[config.mk]
export PLATFORM = sky130hd
export DESIGN_NAME = primary_port_audio_dsp_path
export DESIGN_NICKNAME = d
export VERILOG_FILES = /design/src/hw/audio_dsp_pkg.sv /design/src/hw/primary_port_audio_dsp_path.sv
export SDC_FILE = /design/constraint.sdc
export NUM_CORES = 1
export LEC_CHECK = 0
export BUFFER_PORTS_ARGS = -buffer_cell sky130_fd_sc_hd__buf_4
export CORE_UTILIZATION = 49
export CTS_BUF_LIST = sky130_fd_sc_hd__clkbuf_8
export DETAILED_ROUTE_END_ITERATION = 10
export MAX_ROUTING_LAYER = met4
export PLACE_DENSITY_LB_ADDON = 0.1
export SETUP_SLACK_MARGIN = 0.3
export SYNTH_ARGS = -nofsm -noshare
export SYNTH_HDL_FRONTEND = slang
export SYNTH_SLANG_ARGS = --single-unit
[constraint.sdc]
create_clock -name clk -period 15.1 [get_ports clk]
set_input_delay 3.02 -clock clk [delete_from_list [all_inputs] [get_ports clk]]
set_output_delay 3.02 -clock clk [all_outputs]
set_load 0.02 [all_outputs]
[src/hw/audio_dsp_pkg.sv]
// audio_dsp_pkg: register map, field layout, reset values, timing and carriers of the audio dsp path
// assumes one 20 MHz clock and an AHB-Lite slave port; register index times four is the byte address
// Functional notes
// writing a volume-update bit applies both pending left and right volumes together
// record volume 00h mutes, 01h is -71.625dB, 0.375dB steps to EFh
// playback volume 00h mutes, C0h is 0dB, codes above C0h stay at 0dB
// ultrasonic mode outputs record data at four times rate, bypassing baseband filters
// shared two-bit highpass cutoff code, separate left and right highpass enables
// soft mute mutes when set, unmutes when clear, muted after reset
// mute ramp advances every 2 samples, or every 32 with the rate bit set
// unmute applies volumes at once, or ramps up to them when ramp select set
// widening depth 00000 is off, effect active only while its enable is set
// playback gate acts after selected hold time, three-bit threshold code passed on
// detector compares rms threshold when mode bit is one, crest factor when zero
// five-bit rms threshold and two-bit crest threshold codes reach the detector
// range controller per-path enables; anti-clip and quick-release enabled from reset
// attack rate code 0000 and 1100 to 1111 are reserved, reset 0100
// decay rate codes 1001 to 1111 are reserved, reset 0010
// attenuation limit code above 100 reserved, reset -12dB; boost limit resets 18dB
// gated attenuation limit codes above 1100 reserved; expansion slope 1,2,4,8
// quick-release threshold four codes; decay code 11 reserved
// upper slope codes 110,111 reserved; lower slope codes above 100 reserved
// knee input codes above 111100 reserved; knee output code 11111 reserved
// second knee input applies with range gate on, output with its own enable
// equalizer band gains are five-bit fields, reset 0_1100
// volume-update bits read zero; stored volumes act only when the update is written
package audio_dsp_pkg;
  localparam int CLK_HZ = 20_000_000;
  localparam int CYCLES_PER_MS = CLK_HZ / 1000;
  localparam int REG_COUNT = 14;

  localparam logic [11:0] IDX_REC_LEFT = 12'h400;
  localparam logic [11:0] IDX_REC_RIGHT = 12'h401;
  localparam logic [11:0] IDX_PLAY_LEFT = 12'h402;
  localparam logic [11:0] IDX_PLAY_RIGHT = 12'h403;
  localparam logic [11:0] IDX_REC_FILTERS = 12'h410;
  localparam logic [11:0] IDX_PLAY_MUTE = 12'h420;
  localparam logic [11:0] IDX_PLAY_WIDEN = 12'h421;
  localparam logic [11:0] IDX_PLAY_GATE = 12'h430;
  localparam logic [11:0] IDX_RC_ENABLES = 12'h440;
  localparam logic [11:0] IDX_RC_RATES = 12'h441;
  localparam logic [11:0] IDX_RC_SLOPES = 12'h442;
  localparam logic [11:0] IDX_RC_KNEE = 12'h443;
  localparam logic [11:0] IDX_RC_KNEE2 = 12'h444;
  localparam logic [11:0] IDX_EQ_GAINS = 12'h480;
  localparam logic [11:0] IDX_STATUS = 12'h4F0;
  localparam logic [11:0] IDX_ACTIVE = 12'h4F1;

  localparam logic [11:0] REG_INDEX [REG_COUNT] = '{IDX_REC_LEFT, IDX_REC_RIGHT, IDX_PLAY_LEFT, IDX_PLAY_RIGHT,
    IDX_REC_FILTERS, IDX_PLAY_MUTE, IDX_PLAY_WIDEN, IDX_PLAY_GATE, IDX_RC_ENABLES, IDX_RC_RATES,
    IDX_RC_SLOPES, IDX_RC_KNEE, IDX_RC_KNEE2, IDX_EQ_GAINS};
  localparam logic [15:0] REG_RESET [REG_COUNT] = '{16'h00C0, 16'h00C0, 16'h00C0, 16'h00C0, 16'h0000,
    16'h0200, 16'h0000, 16'h0068, 16'h0098, 16'h0845, 16'h0000, 16'h0000, 16'h0000, 16'h6318};
  localparam logic [15:0] REG_MASK [REG_COUNT] = '{16'h00FF, 16'h00FF, 16'h00FF, 16'h00FF, 16'hF800,
    16'h02B0, 16'h3F00, 16'h006F, 16'hFFFF, 16'h1FFF, 16'hFFFF, 16'h07FF, 16'h03FF, 16'hFFFF};

  localparam logic [3:0] SLOT_REC_L = 4'h0;
  localparam logic [3:0] SLOT_REC_R = 4'h1;
  localparam logic [3:0] SLOT_PLAY_L = 4'h2;
  localparam logic [3:0] SLOT_PLAY_R = 4'h3;
  localparam logic [3:0] SLOT_REC_FILT = 4'h4;
  localparam logic [3:0] SLOT_MUTE = 4'h5;
  localparam logic [3:0] SLOT_WIDEN = 4'h6;
  localparam logic [3:0] SLOT_GATE = 4'h7;
  localparam logic [3:0] SLOT_RC1 = 4'h8;
  localparam logic [3:0] SLOT_RC2 = 4'h9;
  localparam logic [3:0] SLOT_RC3 = 4'hA;
  localparam logic [3:0] SLOT_RC4 = 4'hB;
  localparam logic [3:0] SLOT_RC5 = 4'hC;
  localparam logic [3:0] SLOT_EQ = 4'hD;

  localparam int VU_BIT = 8;
  localparam int ULTRA_BIT = 15;
  localparam int HPF_CUT_LSB = 13;
  localparam int HPF_L_BIT = 12;
  localparam int HPF_R_BIT = 11;
  localparam int MUTE_BIT = 9;
  localparam int MONO_BIT = 7;
  localparam int MUTE_RATE_BIT = 5;
  localparam int UNMUTE_RAMP_BIT = 4;
  localparam int WIDEN_DEPTH_LSB = 9;
  localparam int WIDEN_ON_BIT = 8;
  localparam int GATE_HOLD_LSB = 5;
  localparam int GATE_THR_LSB = 1;
  localparam int GATE_ON_BIT = 0;
  localparam int DET_RMS_LSB = 11;
  localparam int DET_PK_LSB = 9;
  localparam int RC_GATE_BIT = 8;
  localparam int DET_MODE_BIT = 7;
  localparam int DET_ON_BIT = 6;
  localparam int KNEE2_OUT_ON_BIT = 5;
  localparam int QR_ON_BIT = 4;
  localparam int ANTICLIP_BIT = 3;
  localparam int RC_PLAY_BIT = 2;
  localparam int RC_REC_L_BIT = 1;
  localparam int RC_REC_R_BIT = 0;
  localparam int ATTACK_LSB = 9;
  localparam int DECAY_LSB = 5;
  localparam int ATTEN_LSB = 2;
  localparam int BOOST_LSB = 0;
  localparam int GATED_ATTEN_LSB = 12;
  localparam int EXPANSION_LSB = 10;
  localparam int QR_THR_LSB = 8;
  localparam int QR_DECAY_LSB = 6;
  localparam int UPPER_SLOPE_LSB = 3;
  localparam int LOWER_SLOPE_LSB = 0;
  localparam int KNEE_IN_LSB = 5;
  localparam int KNEE_OUT_LSB = 0;
  localparam int EQ_BAND1_LSB = 11;
  localparam int EQ_BAND2_LSB = 6;
  localparam int EQ_BAND3_LSB = 1;
  localparam int EQ_ON_BIT = 0;

  localparam logic [7:0] REC_CODE_MAX = 8'hEF;
  localparam logic [7:0] PLAY_CODE_MAX = 8'hC0;
  localparam logic [5:0] FAST_RAMP_DIV = 6'h02;
  localparam logic [5:0] SLOW_RAMP_DIV = 6'h20;
  localparam int GATE_HOLD_MS_0 = 30;
  localparam int GATE_HOLD_MS_1 = 125;
  localparam int GATE_HOLD_MS_2 = 250;
  localparam int GATE_HOLD_MS_3 = 500;

  typedef struct packed {
    logic record_rate_x4;
    logic record_filter_bypass;
    logic [1:0] record_highpass_cutoff;
    logic record_left_highpass_on;
    logic record_right_highpass_on;
    logic playback_mono;
    logic [4:0] stereo_widening_depth;
    logic stereo_widening_active;
    logic [2:0] playback_gate_threshold;
    logic detector_on;
    logic detect_mode_select;
    logic [4:0] detect_threshold;
    logic range_gate_on;
    logic quick_release_on;
    logic anti_clip_on;
    logic range_ctrl_playback_on;
    logic range_ctrl_record_left_on;
    logic range_ctrl_record_right_on;
    logic [3:0] gain_attack_rate;
    logic [3:0] gain_decay_rate;
    logic [2:0] attenuation_limit;
    logic [1:0] boost_limit;
    logic [3:0] gated_attenuation_limit;
    logic [1:0] gate_expansion_slope;
    logic [1:0] quick_release_threshold;
    logic [1:0] quick_release_decay;
    logic [2:0] upper_compression_slope;
    logic [2:0] lower_compression_slope;
    logic [5:0] knee_input_level;
    logic [4:0] knee_output_level;
    logic second_knee_input_active;
    logic [4:0] second_knee_input_level;
    logic second_knee_output_active;
    logic [4:0] second_knee_output_level;
    logic [2:0][4:0] equalizer_band_gain;
    logic equalizer_on;
  } dsp_config_t;

  typedef struct packed {
    logic [7:0] record_left;
    logic [7:0] record_right;
    logic [7:0] playback_left;
    logic [7:0] playback_right;
    logic playback_gate_active;
    logic mute_ramping;
    logic range_ctrl_reserved;
  } dsp_gains_t;
endpackage : audio_dsp_pkg

[src/hw/primary_port_audio_dsp_path.sv]
// primary_port_audio_dsp_path: control registers, volume update, soft mute ramp and noise gate hold
// assumes sample_tick and playback_quiet come from logic on clk; hready is this slave's own hreadyout
`timescale 1ns/1ns
module primary_port_audio_dsp_path #(
  parameter logic [23:0] GATE_HOLD_CYCLES_0 = 24'(audio_dsp_pkg::GATE_HOLD_MS_0 * audio_dsp_pkg::CYCLES_PER_MS),
  parameter logic [23:0] GATE_HOLD_CYCLES_1 = 24'(audio_dsp_pkg::GATE_HOLD_MS_1 * audio_dsp_pkg::CYCLES_PER_MS),
  parameter logic [23:0] GATE_HOLD_CYCLES_2 = 24'(audio_dsp_pkg::GATE_HOLD_MS_2 * audio_dsp_pkg::CYCLES_PER_MS),
  parameter logic [23:0] GATE_HOLD_CYCLES_3 = 24'(audio_dsp_pkg::GATE_HOLD_MS_3 * audio_dsp_pkg::CYCLES_PER_MS)
) (
  input wire logic clk,
  input wire logic rst_n,
  input wire logic hsel,
  input wire logic [31:0] haddr,
  input wire logic [1:0] htrans,
  input wire logic hwrite,
  input wire logic [2:0] hsize,
  input wire logic [31:0] hwdata,
  input wire logic hready,
  output logic [31:0] hrdata,
  output logic hreadyout,
  output logic hresp,
  input wire logic sample_tick,
  input wire logic playback_quiet,
  output audio_dsp_pkg::dsp_config_t cfg,
  output audio_dsp_pkg::dsp_gains_t gains
);
  import audio_dsp_pkg::*;

  typedef struct packed {
    logic [REG_COUNT-1:0][15:0] regs;
    logic [7:0] rec_act_l;
    logic [7:0] rec_act_r;
    logic [7:0] play_act_l;
    logic [7:0] play_act_r;
    logic [7:0] ramp_l;
    logic [7:0] ramp_r;
    logic ramp_up;
    logic mute_prev;
    logic [4:0] tick_cnt;
    logic [23:0] quiet_cnt;
    logic gate_active;
    logic reserved_code;
    dsp_config_t cfg;
    logic bus_wr;
    logic bus_rd;
    logic bus_low;
    logic [11:0] bus_index;
    logic [31:0] rdata;
  } state_t;

  function automatic state_t reset_state();
    state_t s;
    s = '0;
    for (int i = 0; i < REG_COUNT; i++) begin
      s.regs[i] = REG_RESET[i];
    end
    s.rec_act_l = REG_RESET[SLOT_REC_L][7:0];
    s.rec_act_r = REG_RESET[SLOT_REC_R][7:0];
    s.play_act_l = REG_RESET[SLOT_PLAY_L][7:0];
    s.play_act_r = REG_RESET[SLOT_PLAY_R][7:0];
    s.mute_prev = 1'b1;
    return s;
  endfunction : reset_state

  localparam state_t STATE_RESET = reset_state();

  function automatic logic [4:0] find_slot(input logic [11:0] idx);
    logic [4:0] hit;
    hit = 5'h00;
    for (int i = 0; i < REG_COUNT; i++) begin
      if (idx == REG_INDEX[i]) begin
        hit = {1'b1, 4'(i)};
      end
    end
    return hit;
  endfunction : find_slot

  function automatic logic [7:0] clamp_code(input logic [7:0] code, input logic [7:0] top);
    return (code > top) ? top : code;
  endfunction : clamp_code

  function automatic logic [7:0] step_toward(input logic [7:0] cur, input logic [7:0] tgt);
    logic [7:0] res;
    res = cur;
    if (cur < tgt) begin
      res = 8'(cur + 8'h01);
    end else if (cur > tgt) begin
      res = 8'(cur - 8'h01);
    end
    return res;
  endfunction : step_toward

  logic [1:0] rst_sync;
  logic rst_sync_n;
  state_t st;
  state_t next_st;
  logic [4:0] wslot;
  logic upd_rec;
  logic upd_play;
  logic ramp_step;
  logic [5:0] ramp_div;
  logic [23:0] hold_cycles;
  logic [7:0] tgt_l;
  logic [7:0] tgt_r;
  logic muted;
  logic [15:0] rf;
  logic [15:0] pm;
  logic [15:0] pw;
  logic [15:0] ng;
  logic [15:0] d1;
  logic [15:0] d2;
  logic [15:0] d3;
  logic [15:0] d4;
  logic [15:0] d5;
  logic [15:0] eq;

  always_ff @(posedge clk or negedge rst_n) begin
    if (!rst_n) begin
      rst_sync <= 2'b00;
    end else begin
      rst_sync <= {rst_sync[0], 1'b1};
    end
  end
  assign rst_sync_n = rst_sync[1];

  assign rf = st.regs[SLOT_REC_FILT];
  assign pm = st.regs[SLOT_MUTE];
  assign pw = st.regs[SLOT_WIDEN];
  assign ng = st.regs[SLOT_GATE];
  assign d1 = st.regs[SLOT_RC1];
  assign d2 = st.regs[SLOT_RC2];
  assign d3 = st.regs[SLOT_RC3];
  assign d4 = st.regs[SLOT_RC4];
  assign d5 = st.regs[SLOT_RC5];
  assign eq = st.regs[SLOT_EQ];
  assign muted = pm[MUTE_BIT];
  assign tgt_l = st.play_act_l;
  assign tgt_r = st.play_act_r;
  assign wslot = find_slot(st.bus_index);
  assign ramp_div = pm[MUTE_RATE_BIT] ? SLOW_RAMP_DIV : FAST_RAMP_DIV;
  assign ramp_step = sample_tick && (st.tick_cnt >= 5'(ramp_div - 6'h01));

  always_comb begin
    case (ng[GATE_HOLD_LSB +: 2])
      2'b00: hold_cycles = GATE_HOLD_CYCLES_0;
      2'b01: hold_cycles = GATE_HOLD_CYCLES_1;
      2'b10: hold_cycles = GATE_HOLD_CYCLES_2;
      default: hold_cycles = GATE_HOLD_CYCLES_3;
    endcase
  end

  always_comb begin
    next_st = st;
    upd_rec = 1'b0;
    upd_play = 1'b0;
    next_st.bus_wr = 1'b0;
    next_st.bus_rd = 1'b0;
    // write data phase; update bits are never stored
    if (st.bus_wr && st.bus_low && wslot[4]) begin
      next_st.regs[wslot[3:0]] = hwdata[15:0] & REG_MASK[wslot[3:0]];
      upd_rec = hwdata[VU_BIT] && (wslot[3:0] == SLOT_REC_L || wslot[3:0] == SLOT_REC_R);
      upd_play = hwdata[VU_BIT] && (wslot[3:0] == SLOT_PLAY_L || wslot[3:0] == SLOT_PLAY_R);
    end
    if (upd_rec) begin
      next_st.rec_act_l = clamp_code(next_st.regs[SLOT_REC_L][7:0], REC_CODE_MAX);
      next_st.rec_act_r = clamp_code(next_st.regs[SLOT_REC_R][7:0], REC_CODE_MAX);
    end
    if (upd_play) begin
      next_st.play_act_l = clamp_code(next_st.regs[SLOT_PLAY_L][7:0], PLAY_CODE_MAX);
      next_st.play_act_r = clamp_code(next_st.regs[SLOT_PLAY_R][7:0], PLAY_CODE_MAX);
    end
    // read data phase, one wait state
    if (st.bus_rd) begin
      next_st.rdata = 32'h0000_0000;
      if (st.bus_low && wslot[4]) begin
        next_st.rdata = {16'h0000, st.regs[wslot[3:0]]};
      end else if (st.bus_low && st.bus_index == IDX_STATUS) begin
        next_st.rdata = {13'h0000, st.reserved_code, st.ramp_up, st.gate_active, st.ramp_r, st.ramp_l};
      end else if (st.bus_low && st.bus_index == IDX_ACTIVE) begin
        next_st.rdata = {st.play_act_r, st.play_act_l, st.rec_act_r, st.rec_act_l};
      end
    end
    // address phase
    if (hsel && hready && htrans[1]) begin
      next_st.bus_wr = hwrite;
      next_st.bus_rd = !hwrite;
      next_st.bus_low = (haddr[31:14] == 18'h0_0000);
      next_st.bus_index = haddr[13:2];
    end
    // soft mute ramp
    if (sample_tick) begin
      next_st.tick_cnt = ramp_step ? 5'h00 : 5'(st.tick_cnt + 5'h01);
    end
    next_st.mute_prev = muted;
    if (muted) begin
      next_st.ramp_up = 1'b0;
      if (ramp_step) begin
        next_st.ramp_l = step_toward(st.ramp_l, 8'h00);
        next_st.ramp_r = step_toward(st.ramp_r, 8'h00);
      end
    end else if (st.mute_prev && pm[UNMUTE_RAMP_BIT]) begin
      next_st.ramp_up = 1'b1;
    end else if (st.ramp_up) begin
      if (ramp_step) begin
        next_st.ramp_l = step_toward(st.ramp_l, tgt_l);
        next_st.ramp_r = step_toward(st.ramp_r, tgt_r);
      end
      if (st.ramp_l == tgt_l && st.ramp_r == tgt_r) begin
        next_st.ramp_up = 1'b0;
      end
    end else begin
      next_st.ramp_l = tgt_l;
      next_st.ramp_r = tgt_r;
    end
    // playback noise gate hold
    if (!ng[GATE_ON_BIT] || !playback_quiet) begin
      next_st.quiet_cnt = 24'h00_0000;
      next_st.gate_active = 1'b0;
    end else if (st.quiet_cnt >= hold_cycles) begin
      next_st.gate_active = 1'b1;
    end else begin
      next_st.quiet_cnt = 24'(st.quiet_cnt + 24'h00_0001);
    end
    // configuration seen by the datapath
    next_st.cfg.record_rate_x4 = rf[ULTRA_BIT];
    next_st.cfg.record_filter_bypass = rf[ULTRA_BIT];
    next_st.cfg.record_highpass_cutoff = rf[HPF_CUT_LSB +: 2];
    next_st.cfg.record_left_highpass_on = rf[HPF_L_BIT] && !rf[ULTRA_BIT];
    next_st.cfg.record_right_highpass_on = rf[HPF_R_BIT] && !rf[ULTRA_BIT];
    next_st.cfg.playback_mono = pm[MONO_BIT];
    next_st.cfg.stereo_widening_depth = pw[WIDEN_DEPTH_LSB +: 5];
    next_st.cfg.stereo_widening_active = pw[WIDEN_ON_BIT] && (pw[WIDEN_DEPTH_LSB +: 5] != 5'h00);
    next_st.cfg.playback_gate_threshold = ng[GATE_THR_LSB +: 3];
    next_st.cfg.detector_on = d1[DET_ON_BIT];
    next_st.cfg.detect_mode_select = d1[DET_MODE_BIT];
    next_st.cfg.detect_threshold = d1[DET_MODE_BIT] ? d1[DET_RMS_LSB +: 5] : {3'b000, d1[DET_PK_LSB +: 2]};
    next_st.cfg.range_gate_on = d1[RC_GATE_BIT];
    next_st.cfg.quick_release_on = d1[QR_ON_BIT];
    next_st.cfg.anti_clip_on = d1[ANTICLIP_BIT];
    next_st.cfg.range_ctrl_playback_on = d1[RC_PLAY_BIT];
    next_st.cfg.range_ctrl_record_left_on = d1[RC_REC_L_BIT];
    next_st.cfg.range_ctrl_record_right_on = d1[RC_REC_R_BIT];
    next_st.cfg.gain_attack_rate = d2[ATTACK_LSB +: 4];
    next_st.cfg.gain_decay_rate = d2[DECAY_LSB +: 4];
    next_st.cfg.attenuation_limit = d2[ATTEN_LSB +: 3];
    next_st.cfg.boost_limit = d2[BOOST_LSB +: 2];
    next_st.cfg.gated_attenuation_limit = d3[GATED_ATTEN_LSB +: 4];
    next_st.cfg.gate_expansion_slope = d3[EXPANSION_LSB +: 2];
    next_st.cfg.quick_release_threshold = d3[QR_THR_LSB +: 2];
    next_st.cfg.quick_release_decay = d3[QR_DECAY_LSB +: 2];
    next_st.cfg.upper_compression_slope = d3[UPPER_SLOPE_LSB +: 3];
    next_st.cfg.lower_compression_slope = d3[LOWER_SLOPE_LSB +: 3];
    next_st.cfg.knee_input_level = d4[KNEE_IN_LSB +: 6];
    next_st.cfg.knee_output_level = d4[KNEE_OUT_LSB +: 5];
    next_st.cfg.second_knee_input_active = d1[RC_GATE_BIT];
    next_st.cfg.second_knee_input_level = d5[KNEE_IN_LSB +: 5];
    next_st.cfg.second_knee_output_active = d1[KNEE2_OUT_ON_BIT];
    next_st.cfg.second_knee_output_level = d5[KNEE_OUT_LSB +: 5];
    next_st.cfg.equalizer_band_gain = {eq[EQ_BAND3_LSB +: 5], eq[EQ_BAND2_LSB +: 5], eq[EQ_BAND1_LSB +: 5]};
    next_st.cfg.equalizer_on = eq[EQ_ON_BIT];
    // flag any reserved range controller code
    next_st.reserved_code = (d2[ATTACK_LSB +: 4] == 4'h0) || (d2[ATTACK_LSB +: 4] >= 4'hC)
      || (d2[DECAY_LSB +: 4] >= 4'h9) || (d2[ATTEN_LSB +: 3] >= 3'h5)
      || (d3[GATED_ATTEN_LSB +: 4] >= 4'hD) || (d3[QR_DECAY_LSB +: 2] == 2'h3)
      || (d3[UPPER_SLOPE_LSB +: 3] >= 3'h6) || (d3[LOWER_SLOPE_LSB +: 3] >= 3'h5)
      || (d4[KNEE_IN_LSB +: 6] >= 6'h3D) || (d4[KNEE_OUT_LSB +: 5] == 5'h1F);
  end

  always_ff @(posedge clk or negedge rst_sync_n) begin
    if (!rst_sync_n) begin
      st <= STATE_RESET;
    end else begin
      st <= next_st;
    end
  end

  assign hrdata = st.rdata;
  assign hreadyout = !st.bus_rd;
  assign hresp = 1'b0;
  assign cfg = st.cfg;
  assign gains = '{record_left: st.rec_act_l, record_right: st.rec_act_r, playback_left: st.ramp_l,
    playback_right: st.ramp_r, playback_gate_active: st.gate_active, mute_ramping: st.ramp_up,
    range_ctrl_reserved: st.reserved_code};

  volume_pair_a: assert property (@(posedge clk) disable iff (!rst_sync_n)
    (upd_rec || upd_play) |=> (upd_rec ? (st.rec_act_l == clamp_code(st.regs[SLOT_REC_L][7:0], REC_CODE_MAX)
      && st.rec_act_r == clamp_code(st.regs[SLOT_REC_R][7:0], REC_CODE_MAX)) : 1'b1))
    else $error("record volumes not applied together");

  volume_hold_a: assert property (@(posedge clk) disable iff (!rst_sync_n)
    !upd_rec && !upd_play |=> $stable(st.rec_act_l) && $stable(st.play_act_r))
    else $error("volume changed without update");

  volume_clamp_a: assert property (@(posedge clk) disable iff (!rst_sync_n)
    st.play_act_l <= PLAY_CODE_MAX && st.rec_act_r <= REC_CODE_MAX && st.ramp_r <= PLAY_CODE_MAX)
    else $error("volume code above its top");

  mute_down_a: assert property (@(posedge clk) disable iff (!rst_sync_n)
    muted && ramp_step && st.ramp_l != 8'h00 |=> st.ramp_l == 8'($past(st.ramp_l) - 8'h01))
    else $error("muted ramp did not step down");

  ramp_rate_a: assert property (@(posedge clk) disable iff (!rst_sync_n)
    ramp_step |-> st.tick_cnt == 5'(ramp_div - 6'h01))
    else $error("ramp stepped at wrong sample count");

  unmute_now_a: assert property (@(posedge clk) disable iff (!rst_sync_n)
    st.mute_prev && !muted && !pm[UNMUTE_RAMP_BIT] ##1 !muted |-> st.ramp_l == $past(tgt_l))
    else $error("unmute did not apply volume at once");

  ultrasonic_a: assert property (@(posedge clk) disable iff (!rst_sync_n)
    rf[ULTRA_BIT] |=> cfg.record_filter_bypass && !cfg.record_left_highpass_on && !cfg.record_right_highpass_on)
    else $error("ultrasonic mode left filters on");

  gate_hold_a: assert property (@(posedge clk) disable iff (!rst_sync_n)
    $rose(st.gate_active) |-> $past(st.quiet_cnt) >= $past(hold_cycles) && $past(ng[GATE_ON_BIT]))
    else $error("gate active before hold time");

  widening_a: assert property (@(posedge clk) disable iff (!rst_sync_n)
    cfg.stereo_widening_active |-> cfg.stereo_widening_depth != 5'h00 && $past(pw[WIDEN_ON_BIT]))
    else $error("widening active while off");

  read_wait_a: assert property (@(posedge clk) disable iff (!rst_sync_n) // read data answered after one wait state
    hsel && hready && htrans[1] && !hwrite |=> !hreadyout ##1 hreadyout)
    else $error("read answer not after one wait state");

  attack_code_a: assert property (@(posedge clk) disable iff (!rst_sync_n)
    d2[ATTACK_LSB +: 4] == 4'h0 |=> st.reserved_code)
    else $error("reserved attack code not flagged");

  play_pair_a: assert property (@(posedge clk) disable iff (!rst_sync_n)
    upd_play |=> st.play_act_l == clamp_code(st.regs[SLOT_PLAY_L][7:0], PLAY_CODE_MAX)
      && st.play_act_r == clamp_code(st.regs[SLOT_PLAY_R][7:0], PLAY_CODE_MAX))
    else $error("playback volumes not applied together");

  highpass_on_a: assert property (@(posedge clk) disable iff (!rst_sync_n)
    !rf[ULTRA_BIT] |=> cfg.record_left_highpass_on == $past(rf[HPF_L_BIT])
      && cfg.record_right_highpass_on == $past(rf[HPF_R_BIT]))
    else $error("highpass enable not followed");

  gate_drop_a: assert property (@(posedge clk) disable iff (!rst_sync_n)
    !playback_quiet || !ng[GATE_ON_BIT] |=> !st.gate_active)
    else $error("gate stayed active without quiet input");
endmodule : primary_port_audio_dsp_path

==> impl_metrics.json, run 1 <==
{
  "critical_path.cell_chain": "nor4b_4 -> nand2b_1 -> o41ai_4 -> clkinv_2 -> ha_1 -> nand3_1 -> mux2i_1 -> nand2_1 -> nor2_1 -> nand3b_1 -> nand3_1",
  "power_mw": 2.58,
  "cts_max_level": 3,
  "post-route-util": 0.557,
  "avgViaCountPerCell": 5.69,
  "synthFlopType": "dfrtp_1",
  "grt_pass1_wl_um": 96600,
  "antenna_found_initial": 0,
  "yosys.cell_count.top_type": "nand2_1",
  "ys_warn_count": 0,
  "period_needed_ns": 4.98,
  "fp.dieW_um": 212,
  "slew_headroom": 0.0848,
  "drt_wl_total_um": 63700,
  "cp_num_buf_inv": 1,
  "p_per_area_nw_per_um2": 107,
  "cts_root_buf": "clkbuf_8",
  "die_y_um": 212,
  "crit_fanout": 46,
  "r2r_cells": 11,
  "grt.overflow.total": 0,
  "io_pins": 242,
  "timing.final.hold_violations": 0,
  "cp_data_required_time_ns": 15.67,
  "arrival_ns": 5.55,
  "cap_violations": 0,
  "finalCritPeriodShare": 0.330,
  "synth_edf_count": 0,
  "crit_type": "reg2reg",
  "row_count": 76,
  "crit_slowest_cell": "nand3_1",
  "grt_start_max_net_pins": 84,
  "syn2layout_area_growth_pct": 11.2,
  "finalSetupTns_ns": 0,
  "clockBufferDepth": 3,
  "yosys-top-cells-area": "dfrtp_1 (48%), nand2_1 (7.6%), o21ai_0 (5.9%)",
  "worstSetupStartpointType": "register",
  "vias": 16700,
  "avgSynthCellArea_um2": 9.54,
  "ctsResizeCount": 0,
  "critPathMaxStageDelay_ns": 0.80,
  "drcViolationCount": 0,
  "synthCells": 2276,
  "drive_above_1_share": 0.186,
  "clk_latency_ns": 0.66,
  "ys_ff_latch": 449,
  "status": "completed",
  "synth_nets": 2411,
  "wire_per_inst_um": 21.6,
  "diodes": 0,
  "seqCellArea_um2": 11300,
  "cts_tree": "built",
  "min_path_type": "reg2reg",
  "hold_slack_ns": 0.347,
  "ys_types": 74,
  "cts_buffers": 76,
  "io_buffers": 218,
  "cp.depth": 11,
  "postCtsSetupRepairBufs": 0,
  "cts_hold_buffers": 0,
  "leakagePower_nw": 11.6,
  "seq_area_frac_synth": 0.519,
  "slew_viol_final": 0,
  "clk_pin_slew_worst_paths_ns": 0.06,
  "nNetsFinal": 2433,
  "fin_skew_ns": 0.0319,
  "fillers": 4015,
  "synthArstFlopShare": 1.00,
  "multi_input_area_um2": 8500,
  "initial_core_util": 0.501,
  "rsz0062_at_grt": "no",
  "die_area_um2": 45200,
  "yosysTopAreaCell": "dfrtp_1",
  "synth_area_um2": 21700,
  "grtUsageTotal": 0.296,
  "cts.sinks": 449,
  "core_region_area_um2": 43400,
  "crit_path_end_kind": "register",
  "dp_hpwl_um": 44100,
  "ant_nets": 0,
  "worstMarginPinSlew_ns": 1.37,
  "synth_top_area_frac": 0.478,
  "cp_common_cell": "nand3_1",
  "synthTopCellsByCount": "nand2_1 (439), dfrtp_1 (415), o21ai_0 (257)",
  "grt_pass1_vias": 16000,
  "vdd_drop_max_mv": 0.0619,
  "setup_viol": 0,
  "worst_hold_path.num_cells": 0,
  "crit_family": "simple AND/OR/NAND/NOR gates",
  "drtPass1Iterations": 5,
  "gp_congestion": 0.925,
  "fmax_ghz": 0.201,
  "drt_iter0_markers": 1702
}
-- worst paths after layout --
| kind | end | from | slack (ns) |
|---|---|---|---|
| worst max-delay path | gains[30]$_DFFE_PN0P_ | st[41]$_DFFE_PN0P_ | 10.12 |
| worst min-delay path | rst_sync[1]$_DFF_PN0_ | rst_sync[0]$_DFF_PN0_ | 0.35 |
| worst max register to register | gains[30]$_DFFE_PN0P_ | st[41]$_DFFE_PN0P_ | 10.12 |
| worst min register to register | rst_sync[1]$_DFF_PN0_ | rst_sync[0]$_DFF_PN0_ | 0.35 |
| max in group asynchronous | gains[22]$_DFFE_PN0P_ | rst_sync[1]$_DFF_PN0_ | 12.08 |
| min in group asynchronous | cfg[26]$_DFF_PN0_ | rst_sync[1]$_DFF_PN0_ | 0.50 |
-- where the power goes --
group | switching, mW | internal, mW | total, mW
Sequential | 0.0435 | 1.23 | 1.28
Clock | 0.508 | 0.597 | 1.10
Combinational | 0.119 | 0.0764 | 0.195
-- cell usage in the layout (no fill, tap or decap), types with 18 or more instances in the layout --
cell and count:
a21oi_1 75, a22oi_1 18, a31oi_1 31, and2_1 31, and3_1 26, buf_4 244, clkbuf_8 90, dfrtp_1 413
dfstp_2 34, ha_1 59, inv_1 99, mux2_2 30, mux2i_1 38, nand2_1 439, nand2b_1 18, nand3_1 79
nor2_1 65, nor3_1 35, o21ai_0 257, o22ai_1 18, xnor2_1 19
-- per-stage QoR --
step,setup slack [ns],instance area [um^2],std cells
final,10.12,24100,2944
after global routing,9.88,24100,2944
after CTS,10.13,24100,2944
after detailed placement,10.05,22600,2805
after global placement,10.11,22600,2805
after floorplan,1.72,21700,2276
-- worst register-to-register path, delay by kind of cell (launching register included) --
kind / cells / cell delay (ns)
compound gates: 1 / 0.41
mux: 1 / 0.39
flops: 1 / 0.41
buf+inv: 1 / 0.74
simple gates: 7 / 2.29
fa+ha+maj: 1 / 0.68
-- sequential cells by signal, summed over array words and instances, names as in the netlist --
| signal | count |
|---|---|
| rst_sync | 2 |
| rf | 16 |
| hrdata | 32 |
| st | 109 |
| pm | 16 |
| tgt_r | 8 |
| eq | 16 |
| d2 | 16 |
| d3 | 16 |
| d4 | 16 |
| tgt_l | 8 |
| gains | 35 |
| ng | 16 |
| pw | 16 |
| d5 | 16 |
| d1 | 16 |
| cfg | 95 |
-- cell families after synthesis --
logic type                 Yosys count  share of synthesized area
xor gates and xnor gates            23                    0.00928
and+or+nand+nor                    786                      0.166
muxes                               68                     0.0331
buffers and inverters              364                     0.0926
adders and majority gates           59                     0.0340
other                                2                   0.000346
AOI/OAI and AO/OA                  525                      0.145
DFF                                449                      0.519
-- per-layer routing --
layer / global-route usage / part of all wire
met2: 0.445 / 0.47
met1: 0.394 / 0.43
met3: 0.0516 / 0.063
met5: - / 0
met4: 0.131 / 0.040
-- cell type report --
class,count,share of cell area
flip-flops and latches,449,0.468
multi-input cells,1463,0.352
clock inverters,49,0.0128
well taps,585,0.0303
inverters,64,0.0100
clock buffers,90,0.0513
repair buffers,244,0.0759
(Power assumes the default switching activity.)
==> inputs of run 2 (changes only) <==
==> constraint.sdc (replaced) <==
create_clock -name clk -period 4.35 [get_ports clk]
set_input_delay 0.87 -clock clk [delete_from_list [all_inputs] [get_ports clk]]
set_output_delay 0.87 -clock clk [all_outputs]
set_load 0.02 [all_outputs]
==> run 2 against run 1 <==
Compared with the run above: clock skew decreased by 0.0051 ns; non-clock buffer count increased by 28; sequential power increased to 3.5 times the previous value; via count increased by 0.66%; critical endpoint is now tgt_r[1]$_DFFE_PN0P_; largest power group unchanged; first-iteration DRC count about the same; power increased to 3.5 times the previous value.
==> impl_metrics.json, run 2 (synthesis gave the netlist of run 1 again) <==
{
  "swShare": 0.259,
  "stdcell_area_um2": 24400,
  "core_region_area_um2": 43400,
  "vdd_drop_max_mv": 0.217,
  "drt_wl_total_um": 63900,
  "cap_violations": 0,
  "worst_slack_ns": 0.488,
  "gp_congestion": 0.906,
  "die_y_um": 212,
  "p_sw_mw": 2.32,
  "final_cell_mix": "nand2_1 (438), dfrtp_1 (413), buf_4 (268)",
  "pwr-share-seq": 0.493,
  "dp_slack_ns": 0.367,
  "grt_pass1_wl_um": 97000,
  "slew_viol_final": 0,
  "comb_power_share": 0.076,
  "critPathMaxStageDelay_ns": 0.84,
  "avgViaCountPerCell": 5.67,
  "leakagePower_nw": 11.7,
  "clk_pin_slew_worst_paths_ns": 0.06,
  "finalCritPeriodShare": 0.888,
  "worstMarginPinSlew_ns": 1.17,
  "grt_pass1_vias": 16000,
  "slew_headroom": 0.211,
  "clk_latency_ns": 0.67,
  "drtPass1Iterations": 6,
  "crit_type": "reg2reg",
  "cts_tree": "built",
  "antenna_found_initial": 0,
  "crit_slowest_cell": "o31ai_2",
  "critical_path.cell_chain": "nor4b_2 -> o2111ai_1 -> o41ai_4 -> ha_2 -> o31ai_2 -> nand2_1 -> a211oi_1 -> o21ai_1 -> and3_4 -> a211oi_1",
  "period_needed_ns": 3.86,
  "cts_buffers": 77,
  "syn2layout_area_growth_pct": 12.4,
  "grt_start_max_net_pins": 99,
  "setup_viol": 0,
  "cts_root_buf": "clkbuf_8",
  "regMostFlops": "st",
  "drcViolationCount": 0,
  "rsz0062_at_grt": "no",
  "min_path_type": "reg2reg",
  "grt.overflow.total": 0,
  "drt_iter0_markers": 1701,
  "row_count": 76,
  "fmax_ghz": 0.259,
  "grtUsageTotal": 0.296,
  "final_common_cell": "nand2_1",
  "seqCellArea_um2": 11300,
  "clockBufferDepth": 3,
  "cts_max_level": 3,
  "die_area_um2": 45200,
  "crit_path_end_kind": "register",
  "fp.dieW_um": 212,
  "timing.final.hold_violations": 0,
  "diodes": 0,
  "io_buffers": 218,
  "crit_fanout": 12,
  "pwr-share-clk": 0.431,
  "intPower_mw": 6.66,
  "cp_data_required_time_ns": 4.91,
  "fin_skew_ns": 0.0268,
  "vias": 16900,
  "wire_per_inst_um": 21.5,
  "io_pins": 242,
  "dp_hpwl_um": 44800,
  "fillers": 3953,
  "largest_reg_flops": 109,
  "post-route-util": 0.563,
  "hold_slack_ns": 0.349,
  "multi_input_area_um2": 8490,
  "dpl_cell_area_um2": 22800,
  "drive_above_1_share": 0.201,
  "cp_common_cell": "a211oi_1",
  "ant_nets": 0,
  "worstSetupStartpointType": "register",
  "status": "completed",
  "nNetsFinal": 2462,
  "cts.sinks": 449,
  "arrival_ns": 4.42,
  "p_per_area_nw_per_um2": 368,
  "initial_core_util": 0.501
}
[run 2: cell count changes in the layout (fill, tap and decap cells not counted), moves of 3 or more]
cell / before / now
inv_8: 3 / 0
inv_6: 0 / 3
buf_12: 0 / 3
inv_1: 99 / 88
clkbuf_8: 90 / 103
bufinv_16: 3 / 0
buf_4: 244 / 268
[run 2: metal layers]
layer  vias up  share of wire  global-route usage  routed length [um]
li1       7803              -                   -                   -
met1      8290           0.42               0.392               27000
met2       636           0.47               0.454               30300
met3       130          0.066              0.0493                4210
met4         0          0.039               0.118                2470
met5         -              0                   -                   0
[run 2: what timing repair did]
item	CTS	global route
resized for setup	0	3
setup buffers	0	1
hold buffers	1	0
endpoints found under the hold margin	2	0
setup endpoints to repair	0	29
[run 2: final timing paths]
kind                                  startpoint                    end  slack, ns  cells past startpoint
setup / recovery              st[39]$_DFFE_PN0P_   tgt_r[1]$_DFFE_PN0P_       0.49                     10
hold / removal             rst_sync[0]$_DFF_PN0_  rst_sync[1]$_DFF_PN0_       0.35                      0
setup reg to reg              st[39]$_DFFE_PN0P_   tgt_r[1]$_DFFE_PN0P_       0.49                     10
hold reg to reg            rst_sync[0]$_DFF_PN0_  rst_sync[1]$_DFF_PN0_       0.35                      0
max in group asynchronous  rst_sync[1]$_DFF_PN0_      cfg[39]$_DFF_PN0_       2.71                      1
min in group asynchronous  rst_sync[1]$_DFF_PN0_       cfg[3]$_DFF_PN0_       0.43                      0
[run 2: power groups by stage]
stage / combinational (mW) / sequential [mW] / clock [mW]
6_report: 0.682 / 4.43 / 3.87
3_3_place_gp: 0.668 / 4.50 / 0
2_1_floorplan: 0.469 / 4.47 / 0
4_1_cts: 0.687 / 4.43 / 3.95
3_5_place_dp: 0.685 / 4.50 / 0
5_1_grt: 0.754 / 4.44 / 4.13
[run 2: cell type report]
type	instances	share of cell area
clock buffers	103	0.0581
clock inverters	36	0.00666
inverters	64	0.00989
multi-input cells	1463	0.348
flip-flops and latches	449	0.462
well taps	585	0.0300
repair buffers	272	0.0853
[run 2: through the flow]
stage                     power, mW  cells  setup TNS [ns]
after floorplan                4.94   2276           -9.94
after global placement         5.17   2831               0
after detailed placement       5.19   2831               0
after CTS                      9.06   2971               0
after global routing           9.33   2972               0
final                          8.99   2972               0
[run 2: critical path: cells and delay by family (launching register included)]
kind	cells	cell delay [ns]
AOI/OAI and AO/OA	6	2.29
adders and majority gates	1	0.36
DFF	1	0.53
and+or+nand+nor	3	0.60
